### config.mk
export PLATFORM = sky130hd
export DESIGN_NAME = icc_channel
export DESIGN_NICKNAME = d
export VERILOG_FILES = /design/src/icc_pkg.sv /design/src/icc_sync.sv /design/src/icc_tmo.sv /design/src/icc_channel.sv
export VERILOG_INCLUDE_DIRS = /design/src
export SDC_FILE = /design/constraint.sdc
export NUM_CORES = 1
export LEC_CHECK = 0
export CAP_MARGIN = 5
export CORE_ASPECT_RATIO = 1.5
export CORE_MARGIN = 4
export CORE_UTILIZATION = 64
export CTS_CLUSTER_DIAMETER = 30
export DETAILED_ROUTE_END_ITERATION = 6
export DONT_BUFFER_PORTS = 1
export HOLD_SLACK_MARGIN = 0.15
export PLACE_DENSITY = 0.8
export SETUP_SLACK_MARGIN = 0.5
export SYNTH_ARGS = -nofsm -noshare
export SYNTH_HDL_FRONTEND = slang
export SYNTH_SLANG_ARGS = --single-unit
### constraint.sdc
create_clock -name clk_sys -period 6.88 [get_ports clk_sys]
set_input_delay 0.344 -clock clk_sys [delete_from_list [all_inputs] [get_ports clk_sys]]
set_output_delay 0.344 -clock clk_sys [all_outputs]
set_load 0.01 [all_outputs]
### src/icc_cfg.svh
// offsets, field positions, reset values and timing counts of the serial channel
`ifndef ICC_CFG_SVH
`define ICC_CFG_SVH
`define ICC_ADR_EIE   8'he8
`define ICC_ADR_CON   8'he9
`define ICC_ADR_OWN   8'hea
`define ICC_ADR_TMR   8'hef
`define ICC_EIE_MASK  8'h13
`define ICC_EIE_CH1   0
`define ICC_CON_ENS   6
`define ICC_CON_STA   5
`define ICC_CON_STO   4
`define ICC_CON_SI    3
`define ICC_CON_AA    2
`define ICC_TMR_TIMEOUT_CLOCK_DIVIDE  2
`define ICC_TMR_TIMEOUT_COUNTER_ENABLE  1
`define ICC_TMR_TIF   0
`define ICC_RST_BYTE  8'h00
`define ICC_CLK_MHZ   100
`define ICC_HALF_NS   5000
// least time, so round up to whole cycles
`define ICC_HALF_CYC  ((`ICC_HALF_NS * `ICC_CLK_MHZ + 999) / 1000)
`define ICC_TMO_TICKS 16384
`define ICC_PRE_LAST  2'h3
`define ICC_ST_IDLE   8'hf8
`define ICC_ST_START  8'h08
`define ICC_ST_RSTART 8'h10
`define ICC_ST_OWN    8'h60
`define ICC_ST_GCALL  8'h70
`define ICC_ST_DACK   8'h80
`define ICC_ST_DNACK  8'h88
`define ICC_ST_GACK   8'h90
`define ICC_ST_GNACK  8'h98
`define ICC_ST_STOP   8'ha0
`endif

### src/icc_pkg.sv
// types shared by the serial channel control modules
package icc_pkg;
  typedef struct packed {
    logic [7:0] addr;
    logic       wr;
    logic       rd;
    logic [7:0] wdata;
  } icc_sfr_t;

  typedef struct packed {
    logic scl;
    logic sda;
    logic scl_rise;
    logic scl_fall;
    logic start;
    logic stop;
  } icc_evt_t;

  typedef enum logic [3:0] {
    E_IDLE, E_MSTART, E_MHOLD, E_MRSUP, E_MRSDN, E_MSTOP,
    E_SADDR, E_SACK, E_SWAIT, E_SDATA, E_SIGN
  } icc_eng_t;

  typedef struct packed {
    logic [1:0] scl_s;
    logic [1:0] sda_s;
    logic       scl_p;
    logic       sda_p;
  } icc_sync_st_t;

  typedef struct packed {
    logic [1:0]  pre;
    logic [15:0] cnt;
    logic        ovf;
  } icc_tmo_st_t;

  typedef struct packed {
    logic [7:0]  extended_interrupt_enable;
    logic        ens;
    logic        start_request;
    logic        stop_request;
    logic        si;
    logic        aa;
    logic [7:0]  own;
    logic        timeout_clock_divide;
    logic        timeout_counter_enable;
    logic        timeout_flag;
    icc_eng_t    state;
    logic        master;
    logic        busy;
    logic [15:0] cnt;
    logic [3:0]  bits;
    logic [7:0]  shreg;
    logic        ack;
    logic        gc;
    logic [7:0]  status;
    logic        scl_oe;
    logic        sda_oe;
    logic        pin_lo;
    logic        irq;
    logic [7:0]  rdata;
  } icc_top_st_t;
endpackage

### src/icc_sync.sv
// two-flop synchronisers for the bus pins and start, stop and clock edge detection
`timescale 1ns/10ps
module icc_sync (
  input  wire logic         clk_sys,
  input  wire logic         rst_n,
  input  wire logic         clk_en,
  input  wire logic         scl_i,
  input  wire logic         sda_i,
  output icc_pkg::icc_evt_t evt
);
  icc_pkg::icc_sync_st_t st_q, st_d;

  // only the second stage and the held copy feed the edge logic
  always_comb begin
    st_d = st_q;
    if (clk_en) begin
      st_d.scl_s = {st_q.scl_s[0], scl_i};
      st_d.sda_s = {st_q.sda_s[0], sda_i};
      st_d.scl_p = st_q.scl_s[1];
      st_d.sda_p = st_q.sda_s[1];
    end
  end

  always_ff @(posedge clk_sys or negedge rst_n) begin
    if (!rst_n) begin
      st_q <= '{scl_s: 2'h3, sda_s: 2'h3, scl_p: 1'b1, sda_p: 1'b1};
    end else begin
      st_q <= st_d;
    end
  end

  // data moving while the clock stays high marks start or stop
  assign evt.scl      = st_q.scl_s[1];
  assign evt.sda      = st_q.sda_s[1];
  assign evt.scl_rise = st_q.scl_s[1] & ~st_q.scl_p;
  assign evt.scl_fall = ~st_q.scl_s[1] & st_q.scl_p;
  assign evt.start    = st_q.scl_s[1] & st_q.scl_p & st_q.sda_p & ~st_q.sda_s[1];
  assign evt.stop     = st_q.scl_s[1] & st_q.scl_p & ~st_q.sda_p & st_q.sda_s[1];
endmodule // icc_sync

### src/icc_tmo.sv
// bus time-out counter with selectable tick rate
`timescale 1ns/10ps
`include "icc_cfg.svh"
module icc_tmo #(
  parameter int TICKS = `ICC_TMO_TICKS
) (
  input  wire logic clk_sys,
  input  wire logic rst_n,
  input  wire logic clk_en,
  input  wire logic enable,
  input  wire logic timeout_clock_divide,
  output logic      ovf
);
  icc_pkg::icc_tmo_st_t st_q, st_d;
  localparam logic [15:0] LAST = 16'(TICKS - 1);

  // held at zero while off, so turning on always starts from zero
  always_comb begin
    st_d = st_q;
    st_d.ovf = 1'b0;
    if (clk_en) begin
      if (!enable) begin
        st_d.pre = 2'h0;
        st_d.cnt = 16'h0000;
      end else begin
        st_d.pre = st_q.pre + 2'h1;
        if (!timeout_clock_divide || st_q.pre == `ICC_PRE_LAST) begin
          st_d.cnt = (st_q.cnt == LAST) ? 16'h0000 : st_q.cnt + 16'h0001;
          st_d.ovf = (st_q.cnt == LAST);
        end
      end
    end
  end

  always_ff @(posedge clk_sys or negedge rst_n) begin
    if (!rst_n) begin
      st_q <= '0;
    end else begin
      st_q <= st_d;
    end
  end

  assign ovf = st_q.ovf;
endmodule // icc_tmo

### src/icc_channel.sv
// serial channel control: registers, start/stop generation, slave address match
// How it works
// - enable bit turns the channel on
// - start request drives START when bus free
// - master stop request sends STOP, self-clears
// - slave stop request returns to not-addressed
// - new status code other than idle (f8) sets interrupt flag
// - ack enable pulls data low on ack
// - ack disable leaves data high on ack
// - own-address register is read/write, 8 bits
// - master mode ignores own address
// - slave answers only a matching address, or address 00 when own-address bit 0 is set
// - counter overflow sets time-out flag
// - extended enable register gates channel interrupt
`timescale 1ns/10ps
`include "icc_cfg.svh"
module icc_channel #(
  parameter int TMO_TICKS = `ICC_TMO_TICKS
) (
  input  wire logic         clk_sys,
  input  wire logic         rst_n,
  input  wire logic         clk_en,
  input  icc_pkg::icc_sfr_t sfr,
  output logic [7:0]        sfr_rdata,
  input  wire logic         global_irq_enable,
  output logic              irq,
  output logic [7:0]        channel_status_code,
  input  wire logic         scl_i,
  output logic              scl_o,
  output logic              scl_oe,
  input  wire logic         sda_i,
  output logic              sda_o,
  output logic              sda_oe
);
  localparam logic [15:0] HALF = 16'(`ICC_HALF_CYC);

  icc_pkg::icc_top_st_t st_q, st_d;
  icc_pkg::icc_evt_t    evt;
  logic                 tmo_ovf;
  logic                 own_hit;
  logic                 gc_hit;
  logic                 slave_st;
  logic                 done;

  function automatic logic hit(input icc_pkg::icc_sfr_t r, input logic [7:0] adr);
    hit = r.wr && (r.addr == adr);
  endfunction

  icc_sync u_sync (
    .clk_sys (clk_sys),
    .rst_n   (rst_n),
    .clk_en  (clk_en),
    .scl_i   (scl_i),
    .sda_i   (sda_i),
    .evt     (evt)
  );

  icc_tmo #(.TICKS(TMO_TICKS)) u_tmo (
    .clk_sys (clk_sys),
    .rst_n   (rst_n),
    .clk_en  (clk_en),
    .enable  (st_q.timeout_counter_enable),
    .timeout_clock_divide    (st_q.timeout_clock_divide),
    .ovf     (tmo_ovf)
  );

  // address decisions look at the byte just shifted in
  assign own_hit  = (st_q.shreg[7:1] == st_q.own[7:1]) && !st_q.shreg[0];
  assign gc_hit   = st_q.own[0] && (st_q.shreg == 8'h00);
  assign slave_st = st_q.state inside {icc_pkg::E_SADDR, icc_pkg::E_SACK, icc_pkg::E_SWAIT,
                                       icc_pkg::E_SDATA, icc_pkg::E_SIGN};
  assign done     = (st_q.cnt == 16'h0000);

  always_comb begin
    st_d = st_q;
    if (clk_en) begin
      if (!done) begin
        st_d.cnt = st_q.cnt - 16'h0001;
      end
      if (evt.start) begin
        st_d.busy = 1'b1;
      end
      if (evt.stop) begin
        st_d.busy = 1'b0;
      end

      // protocol engine; a disabled channel lets go of both lines
      if (!st_q.ens) begin
        st_d.state  = icc_pkg::E_IDLE;
        st_d.master = 1'b0;
        st_d.scl_oe = 1'b0;
        st_d.sda_oe = 1'b0;
        st_d.status = `ICC_ST_IDLE;
      end else if (slave_st && st_q.stop_request) begin
        st_d.state  = icc_pkg::E_IDLE;
        st_d.stop_request    = 1'b0;
        st_d.scl_oe = 1'b0;
        st_d.sda_oe = 1'b0;
        st_d.status = `ICC_ST_IDLE;
      end else if (slave_st && evt.stop) begin
        st_d.state  = icc_pkg::E_IDLE;
        st_d.scl_oe = 1'b0;
        st_d.sda_oe = 1'b0;
        st_d.status = (st_q.state == icc_pkg::E_SIGN) ? `ICC_ST_IDLE : `ICC_ST_STOP;
      end else if (slave_st && evt.start) begin
        st_d.state  = icc_pkg::E_SADDR;
        st_d.bits   = 4'h0;
        st_d.scl_oe = 1'b0;
        st_d.sda_oe = 1'b0;
      end else begin
        case (st_q.state)
          icc_pkg::E_IDLE: begin
            if (st_q.start_request && !st_q.busy && !evt.start) begin
              st_d.sda_oe = 1'b1;
              st_d.cnt    = HALF;
              st_d.state  = icc_pkg::E_MSTART;
            end else if (evt.start) begin
              st_d.bits  = 4'h0;
              st_d.state = icc_pkg::E_SADDR;
            end
          end
          icc_pkg::E_MSTART: begin
            if (done) begin
              st_d.scl_oe = 1'b1;
              st_d.master = 1'b1;
              st_d.status = st_q.master ? `ICC_ST_RSTART : `ICC_ST_START;
              st_d.cnt    = HALF;
              st_d.state  = icc_pkg::E_MHOLD;
            end
          end
          icc_pkg::E_MHOLD: begin
            // the bus is held with the clock low until software answers
            if (!st_q.si && done) begin
              if (st_q.stop_request) begin
                st_d.sda_oe = 1'b1;
                st_d.scl_oe = 1'b0;
                st_d.cnt    = HALF;
                st_d.state  = icc_pkg::E_MSTOP;
              end else if (st_q.start_request) begin
                st_d.sda_oe = 1'b0;
                st_d.cnt    = HALF;
                st_d.state  = icc_pkg::E_MRSUP;
              end
            end
          end
          icc_pkg::E_MRSUP: begin
            if (done) begin
              st_d.scl_oe = 1'b0;
              st_d.cnt    = HALF;
              st_d.state  = icc_pkg::E_MRSDN;
            end
          end
          icc_pkg::E_MRSDN: begin
            // wait for a slow slave to release the clock before the edge
            if (done && evt.scl) begin
              st_d.sda_oe = 1'b1;
              st_d.cnt    = HALF;
              st_d.state  = icc_pkg::E_MSTART;
            end
          end
          icc_pkg::E_MSTOP: begin
            if (done && evt.scl) begin
              st_d.sda_oe = 1'b0;
            end
            if (evt.stop) begin
              st_d.stop_request    = 1'b0;
              st_d.master = 1'b0;
              st_d.status = `ICC_ST_IDLE;
              st_d.state  = icc_pkg::E_IDLE;
            end
          end
          icc_pkg::E_SADDR, icc_pkg::E_SDATA: begin
            if (evt.scl_rise) begin
              st_d.shreg = {st_q.shreg[6:0], evt.sda};
              st_d.bits  = st_q.bits + 4'h1;
            end else if (evt.scl_fall && st_q.bits == 4'h8) begin
              st_d.bits  = 4'h0;
              st_d.state = icc_pkg::E_SACK;
              if (st_q.state == icc_pkg::E_SADDR) begin
                st_d.gc     = gc_hit;
                st_d.ack    = 1'b1;
                st_d.sda_oe = 1'b1;
                st_d.status = gc_hit ? `ICC_ST_GCALL : `ICC_ST_OWN;
                if (!(own_hit || gc_hit) || !st_q.aa) begin
                  st_d.ack    = 1'b0;
                  st_d.sda_oe = 1'b0;
                  st_d.status = st_q.status;
                  st_d.state  = icc_pkg::E_SIGN;
                end
              end else begin
                st_d.ack    = st_q.aa;
                st_d.sda_oe = st_q.aa;
                if (st_q.gc) begin
                  st_d.status = st_q.aa ? `ICC_ST_GACK : `ICC_ST_GNACK;
                end else begin
                  st_d.status = st_q.aa ? `ICC_ST_DACK : `ICC_ST_DNACK;
                end
              end
            end
          end
          icc_pkg::E_SACK: begin
            // after an ack the clock is stretched until the flag is served
            if (evt.scl_fall) begin
              st_d.sda_oe = 1'b0;
              st_d.scl_oe = st_q.ack;
              st_d.state  = st_q.ack ? icc_pkg::E_SWAIT : icc_pkg::E_SIGN;
            end
          end
          icc_pkg::E_SWAIT: begin
            if (!st_q.si) begin
              st_d.scl_oe = 1'b0;
              st_d.state  = icc_pkg::E_SDATA;
            end
          end
          icc_pkg::E_SIGN: begin
            st_d.status = st_q.si ? st_q.status : `ICC_ST_IDLE; // last code stands until served
          end
          default: begin
            st_d.state = icc_pkg::E_IDLE;
          end
        endcase
      end

      // register writes come after the engine so a software set beats a self-clear
      if (hit(sfr, `ICC_ADR_EIE)) begin
        st_d.extended_interrupt_enable = sfr.wdata & `ICC_EIE_MASK;
      end
      if (hit(sfr, `ICC_ADR_CON)) begin
        st_d.ens = sfr.wdata[`ICC_CON_ENS];
        st_d.start_request = sfr.wdata[`ICC_CON_STA];
        st_d.stop_request = sfr.wdata[`ICC_CON_STO];
        st_d.aa  = sfr.wdata[`ICC_CON_AA];
        if (!sfr.wdata[`ICC_CON_SI]) begin
          st_d.si = 1'b0;
        end
      end
      if (hit(sfr, `ICC_ADR_OWN)) begin
        st_d.own = sfr.wdata;
      end
      if (hit(sfr, `ICC_ADR_TMR)) begin
        st_d.timeout_clock_divide = sfr.wdata[`ICC_TMR_TIMEOUT_CLOCK_DIVIDE];
        st_d.timeout_counter_enable = sfr.wdata[`ICC_TMR_TIMEOUT_COUNTER_ENABLE];
        if (!sfr.wdata[`ICC_TMR_TIF]) begin
          st_d.timeout_flag = 1'b0;
        end
      end

      // hardware sets win over a clear in the same cycle
      if (st_d.status != st_q.status && st_d.status != `ICC_ST_IDLE) begin
        st_d.si = 1'b1;
      end
      if (tmo_ovf) begin
        st_d.timeout_flag = 1'b1;
      end
      st_d.irq = st_d.extended_interrupt_enable[`ICC_EIE_CH1] &&
                 ((st_d.si && global_irq_enable) || st_d.timeout_flag);

      // read data is latched, so it appears the cycle after the strobe
      if (sfr.rd) begin
        case (sfr.addr)
          `ICC_ADR_EIE: st_d.rdata = st_q.extended_interrupt_enable;
          `ICC_ADR_CON: st_d.rdata = {1'b0, st_q.ens, st_q.start_request, st_q.stop_request, st_q.si, st_q.aa, 2'b00};
          `ICC_ADR_OWN: st_d.rdata = st_q.own;
          `ICC_ADR_TMR: st_d.rdata = {5'h00, st_q.timeout_clock_divide, st_q.timeout_counter_enable, st_q.timeout_flag};
          default:      st_d.rdata = 8'h00;
        endcase
      end
    end
  end

  always_ff @(posedge clk_sys or negedge rst_n) begin
    if (!rst_n) begin
      st_q        <= '0;
      st_q.own    <= `ICC_RST_BYTE;
      st_q.state  <= icc_pkg::E_IDLE;
      st_q.status <= `ICC_ST_IDLE;
    end else begin
      st_q <= st_d;
    end
  end

  assign sfr_rdata           = st_q.rdata;
  assign irq                 = st_q.irq;
  assign channel_status_code = st_q.status;
  assign scl_o               = st_q.pin_lo;
  assign scl_oe              = st_q.scl_oe;
  assign sda_o               = st_q.pin_lo;
  assign sda_oe              = st_q.sda_oe;
endmodule // icc_channel

* After elaboration in Yosys (flattened, before gate mapping)
Cells that the tools add are included.
** Word-level totals
- Flip-flop bits (word level) :: 104
- Input port bits :: 24
- Output and inout port bits :: 21
- Word-level logic and storage cells :: 270
** Operators by class
- Add/sub/neg operators :: 4
- Eq/ne operators :: 59
- Mux-type cells :: 106
- Bitwise operators :: 15
- Reduce and logical (&&, ||, !) cells :: 55
** Operators with widths (number)
- 16-bit two-way mux :: 9
- 4-bit two-way mux :: 23
- 30-bit two-way mux :: 3
- 7-bit != test, second input constant :: 11
- 10-bit two-way mux :: 7
- 16-bit case mux with 4 select lines :: 1
- 8-bit case mux with 4 select lines :: 2
- 8-bit two-way mux :: 7
- 6-bit != test, second input constant :: 7
- 4-bit case mux with 10 select lines :: 1
- 18-bit two-way mux :: 2
- 1-bit two-way mux :: 33
- 8-bit == test, second input constant :: 4
- 5-bit two-way mux :: 6
- 8-bit AND reduction :: 3
- 1-bit logical AND :: 17
- 17-bit two-way mux :: 1
- 16-bit by 1-bit adder with 16-bit output, second input constant :: 1
- 16-bit by 14-bit == test with 1-bit output, second input constant :: 1
- 4-bit by 3-bit == test with 1-bit output, second input constant :: 4
- 4-bit == test, second input constant :: 4
- 16-bit zero test :: 1
- 8-bit != test, second input constant :: 2
- 16-bit by 1-bit subtractor with 16-bit output, second input constant :: 1
- other kinds (42) :: 88

* Depth between registers and ports, before layout
- Word-level depth :: 22
- Gate-level depth with buffers :: 12
- Gate-level depth less buffers :: 12

* By module
From an unflattened synthesis, not the netlist that was laid out.
** Unflattened totals
- Cell total of the unflattened synthesis :: 697
- Area, all modules :: 6399.9 µm²
** Modules (own cells, without submodules)
- icc_channel :: instances 1, cells an instance 564, area each 4997.3 µm², seq. area each 1858.0 µm²
- icc_tmo :: instances 1, cells an instance 114, area each 1096.1 µm², seq. area each 475.5 µm²
- icc_sync :: instances 1, cells an instance 19, area each 306.5 µm², seq. area each 157.7 µm²

* Worst setup path after synthesis
No wires, ideal clock.
- Kind :: register to register
- Start :: register st_q[37] in the netlist's numbering
- End :: register st_q[52] in the netlist's numbering
- Setup time :: 0.125 ns
- Arrival time :: 2.610 ns
- Data required time :: 6.755 ns
- Slack :: 4.145 ns
- Stages on the path, launching flop included :: 11
- Path buffers :: 1
- Clock period less this slack :: 2.735 ns
- Cell sequence :: dfrtp_1 > or4_4 > or4_1 > buf_6 > nor2_8 > a21oi_1 > a31oi_4 > a31oi_1 > o21ai_2 > nand2_2 > mux2_4
** Between the ends
- Word-level cells in the longest chain between the ends :: 4
- Elaborated cells between the ends (all ways) :: 8
- Those cells by class :: eq/ne: 4; reduce/logical: 4
** RTL lines
- start, declared :: line icc_channel.sv:37 : icc_pkg::icc_top_st_t st_q, st_d;
- start signal, assigned :: line icc_channel.sv:278 : st_q <= st_d;
- 16-bit zero test (*) :: line icc_channel.sv:72 : assign done = (st_q.cnt == 16'h0000);
- 1-bit logical AND (on tied branches) :: line icc_channel.sv:155, icc_channel.sv:133
- 6-bit != test (no line)
- 13-bit AND reduction (no line) (*)
Mark *: on every way between the ends. The rest lies on a longest branch, timed or not.
A chain may end at the register's enable or synchronous reset.

* Worst setup path in the final report
- Start :: register st_q[52] in the netlist's numbering
- End :: register st_q[68] in the netlist's numbering
** Between the ends
- Word-level cells in the longest chain between the ends :: 14
- Elaborated cells between the ends (all ways) :: 27
- Those cells by class :: eq/ne: 9; mux: 12; reduce/logical: 6
** RTL lines
- 4-bit by 3-bit == test with 1-bit output :: line icc_channel.sv:70, icc_channel.sv:111, icc_channel.sv:179
- 8-bit two-way mux :: line icc_channel.sv:179 : if (st_q.state == icc_pkg::E_SADDR) begin
- 10-bit two-way mux :: line icc_channel.sv:176 : end else if (evt.scl_fall && st_q.bits == 4'h8) begin
- 10-bit two-way mux :: line icc_channel.sv:173 : if (evt.scl_rise) begin
- 8-bit case mux with 4 select lines :: line icc_channel.sv:111 : case (st_q.state)
- 18-bit two-way mux :: line icc_channel.sv:105 : end else if (slave_st && evt.start) begin
- 10-bit two-way mux :: line icc_channel.sv:100 : end else if (slave_st && evt.stop) begin
- 10-bit two-way mux (*) :: line icc_channel.sv:94 : end else if (slave_st && st_q.stop_request) begin
- 10-bit two-way mux (*) :: line icc_channel.sv:88 : if (!st_q.ens) begin
- 10-bit two-way mux (*) :: line icc_channel.sv:76 : if (clk_en) begin
- 8-bit != test (on tied branches)
- 1-bit logical AND (no line) (*)
- 1-bit two-way mux (*) :: line icc_channel.sv:249 : if (st_d.status != st_q.status && st_d.status != `ICC_ST_IDLE) begin
- 1-bit two-way mux (*) :: line icc_channel.sv:76
Mark *: on every way between the ends. The rest lies on a longest branch, timed or not. The select of a mux whose other input is x is not followed.

==> metrics.yaml <==
final_layout:
  drive_gt1_share_pct: 10.68
  fillCellCount: 756
  fin_nets: 727
  num_antenna_cells: 0
  design_area_sq_um: 6640
  syn2layout_area_growth_pct: 5.277
routing:
  first_iter_violations: 329
  wl_um: 17150
  drcViolationCount: 0
  dr.pass1.iters: 5
  antenna_left: 0
  vias: 5452
  vias_per_cell: 6.673
  post_drt_wl_per_cell_um: 21.00
sta:
  hold_viol_final: 0
  finalCritPeriodShare_pct: 55.20
  setup_tns_ns: 0
  finalSetupViolCount: 0
  relSlewSlack_pct: 44.69
  rsz0062_at_grt: "false"
  worst_pin_slew_ns: 0.8270
  fmax_mhz: 263.3
  fin_worst_skew_ns: 0.01102
  fin_ws_ns: 3.082
  slew_viol_final: 0
  min_period_ns: 3.798
synthesis:
  synth_common_cells: "dfrtp_1, nand2_1, nor2_1"
  synth-seq-cells: 99
  synth_edf_count: 0
  synth_xor_area_share_pct: 3.888
  ys_warn_count: 0
  synthesis.area_sq_um: 6307
  synthMuxAreaShare_pct: 7.260
  ys_seq_area_share_pct: 39.50
  synthAdderAreaFrac_pct: 1.190
  ys_top_cells_by_area: "dfrtp_1, mux2_2, nand2_1"
  synth-simple-area-share_pct: 24.00
  synth_cell_type_count: 83
  async_flop_share_pct: 100.0
  synth_flop_cell: "dfrtp_1"
  synth_area_leader_cell: "dfrtp_1"
  synth_top_area_share_pct: 34.91
  synth_top_family_by_area: "simple AND/OR/NAND/NOR gates"
  synth-compound-area-share_pct: 18.47
  synth_most_common_cell: "dfrtp_1"
  netlist_instances: 722
  syn_avg_cell_area_sq_um: 8.736
setup_path:
  cp_slowest_cell: "dfrtp_1"
  worstSetupStartpoint: "st_q[52]"
  reg2reg_from: "st_q[52]"
  worstSetupStartpointType: "flip-flop"
  critPathTopFamily: "simple AND/OR/NAND/NOR gates"
  required_ns: 7.11
  cp_max_fo: 27
  cp-end-kind: "flip-flop"
  rr_endpoint: "st_q[68]"
  crit_path_end: "st_q[68]"
  path_buf_inv: 0
  critPathKind: "reg -> reg"
  slowest_delay_ns: 0.87
  rrSetupSlack_ns: 3.08
  path_depth: 9
  cp.arrival_ns: 4.02
  crit_chain: "nor2b_1, and2_2, a21boi_1, nor2_1, o2bb2ai_1, a22oi_1, and4b_1, a31oi_1, mux2_2"
  reg2reg_depth: 9
clock_network:
  h-tree-depth: 3
  clk_path_buf_depth: 2
  cts_sinks: 99
  tritoncts: "yes"
  cts_made_buffers: 9
  cts.clk_slew.worst_paths_ns: 0.06
  cts_resized: 0
  insertion_delay_ns: 0.35
  clock-root-buffer: "clkbuf_16"
die:
  dieArea_sq_um: 11540
  dieWidth_um: 89.06
  core_area_sq_um: 9634
  start_util_pct: 65.47
  die_h_um: 129.6
  num_rows: 44
  pin_count: 45
place:
  dp_slack_ns: 3.226
  hpwl_um: 12320
  place.gp.congestion: 0.9494
  place_area_sq_um: 6193
  io_buffer_count: 0
global_routing:
  antenna_found_initial: 0
  grt_pass1_vias: 5468
  grt_pass1_wl_um: 27870
  grt_max_degree: 100
  grt.overflow.total: 0
  grt_usage_pct: 31.27
job:
  drv_cap: 0
pwr:
  power_density_nw_per_um2: 356.5
  p_total_w: 0.002367
  leakage_nw: 2.901
  ir_worst_vdd_v: 0.0002132
status:
  status: "complete, no violations"
min_path:
  min_path_type: "in -> reg"
[flip-flops by register name (all words and copies together) (netlist names)]
name and flops:
st_q 55, irq 1, sfr_rdata 8, channel_status_code 8
u_sync.evt 2, u_tmo.ovf 1, sda_oe 1, u_tmo.st_q 18
u_sync.st_q 4, scl_oe 1
[metal layers]
| metal | track usage [%] | share of wire (%) |
|---|---|---|
| met1 | 37.61 | 39 |
| met2 | 51.88 | 50 |
| met5 | 0 | 0 |
| met4 | 18.84 | 5.3 |
| met3 | 4.835 | 5.0 |
[stage by stage]
| stage | utilization (%) | hold slack (ns) | std cells |
|---|---|---|---|
| 2_1_floorplan | - | 0.04841 | 723 |
| 3_3_place_gp | 64.29 | 0.05042 | 790 |
| 3_5_place_dp | 64.29 | 0.05082 | 790 |
| 4_1_cts | 68.82 | 0.1511 | 816 |
| 5_1_grt | 68.92 | 0.1540 | 817 |
| 6_report | 68.92 | 0.1594 | 817 |
[worst min path at each step]
stage	end	startpoint	cells past startpoint	slack [ns]
2_1_floorplan	channel_status_code[0]	rst_n	0	0.05
3_5_place_dp	sfr_rdata[0]	rst_n	0	0.05
5_1_grt	st_q[66]	sfr[7]	1	0.15
3_3_place_gp	sfr_rdata[0]	rst_n	0	0.05
4_1_cts	st_q[66]	sfr[7]	1	0.15
6_report	st_q[66]	sfr[7]	1	0.16
[repair_timing]
action / CTS / global route
endpoints found under the hold margin: 124 / 1
hold buffers: 10 / 1
buffers inserted: 0 / 0
[cell usage in the layout, fill, tap and decap left out, types with 4 or more instances in the layout]
| cell | n |
|---|---|
| nor4_1 | 9 |
| mux2_2 | 30 |
| nand4bb_1 | 5 |
| xor2_1 | 18 |
| and3_1 | 9 |
| nor2b_1 | 12 |
| dfstp_2 | 11 |
| a21oi_1 | 41 |
| dlygate4sd3_1 | 10 |
| nor2_1 | 73 |
| a21o_1 | 6 |
| o221ai_1 | 4 |
| and2_1 | 8 |
| a211oi_1 | 4 |
| a21boi_0 | 4 |
| nor3_1 | 20 |
| a22oi_1 | 5 |
| nand2_1 | 85 |
| clkbuf_16 | 9 |
| nand4_1 | 10 |
| ha_1 | 6 |
| o21ai_0 | 57 |
| a31oi_1 | 9 |
| inv_1 | 21 |
| and4_1 | 4 |
| nand3_1 | 26 |
| xnor2_1 | 10 |
| dfrtp_1 | 88 |
| or3_1 | 5 |
| o31ai_1 | 5 |
| mux2i_1 | 9 |
[cells by family (layout without fill, tap and decap cells)]
logic type	count (synthesis)	in the layout
AND/OR/NAND/NOR	295	295
AO/OA/AOI/OAI	180	180
flip-flops	99	99
buffers and inverters	72	51
multiplexers	41	41
XOR/XNOR	28	28
adder cells (fa/ha/maj)	6	6
other	1	2
[cell type report]
class / instances / area (sq um) / share of cell area [%]
tap: 115 / 143.9 / 2.167
timing repair buffer: 12 / 135.1 / 2.035
clock inverter: 5 / 66.31 / 0.9987
clock buffer: 11 / 252.7 / 3.806
inverter: 23 / 86.33 / 1.300
sequential: 99 / 2491 / 37.52
multi-input combinational: 552 / 3465 / 52.18
[power breakdown]
| group | switching, W | internal, W | total (W) |
|---|---|---|---|
| clock network | 0.000224 | 0.000308 | 0.000532 |
| registers | 0.000177 | 0.000672 | 0.000849 |
| logic | 0.000600 | 0.000387 | 0.000986 |
(Power assumes the default switching activity.)
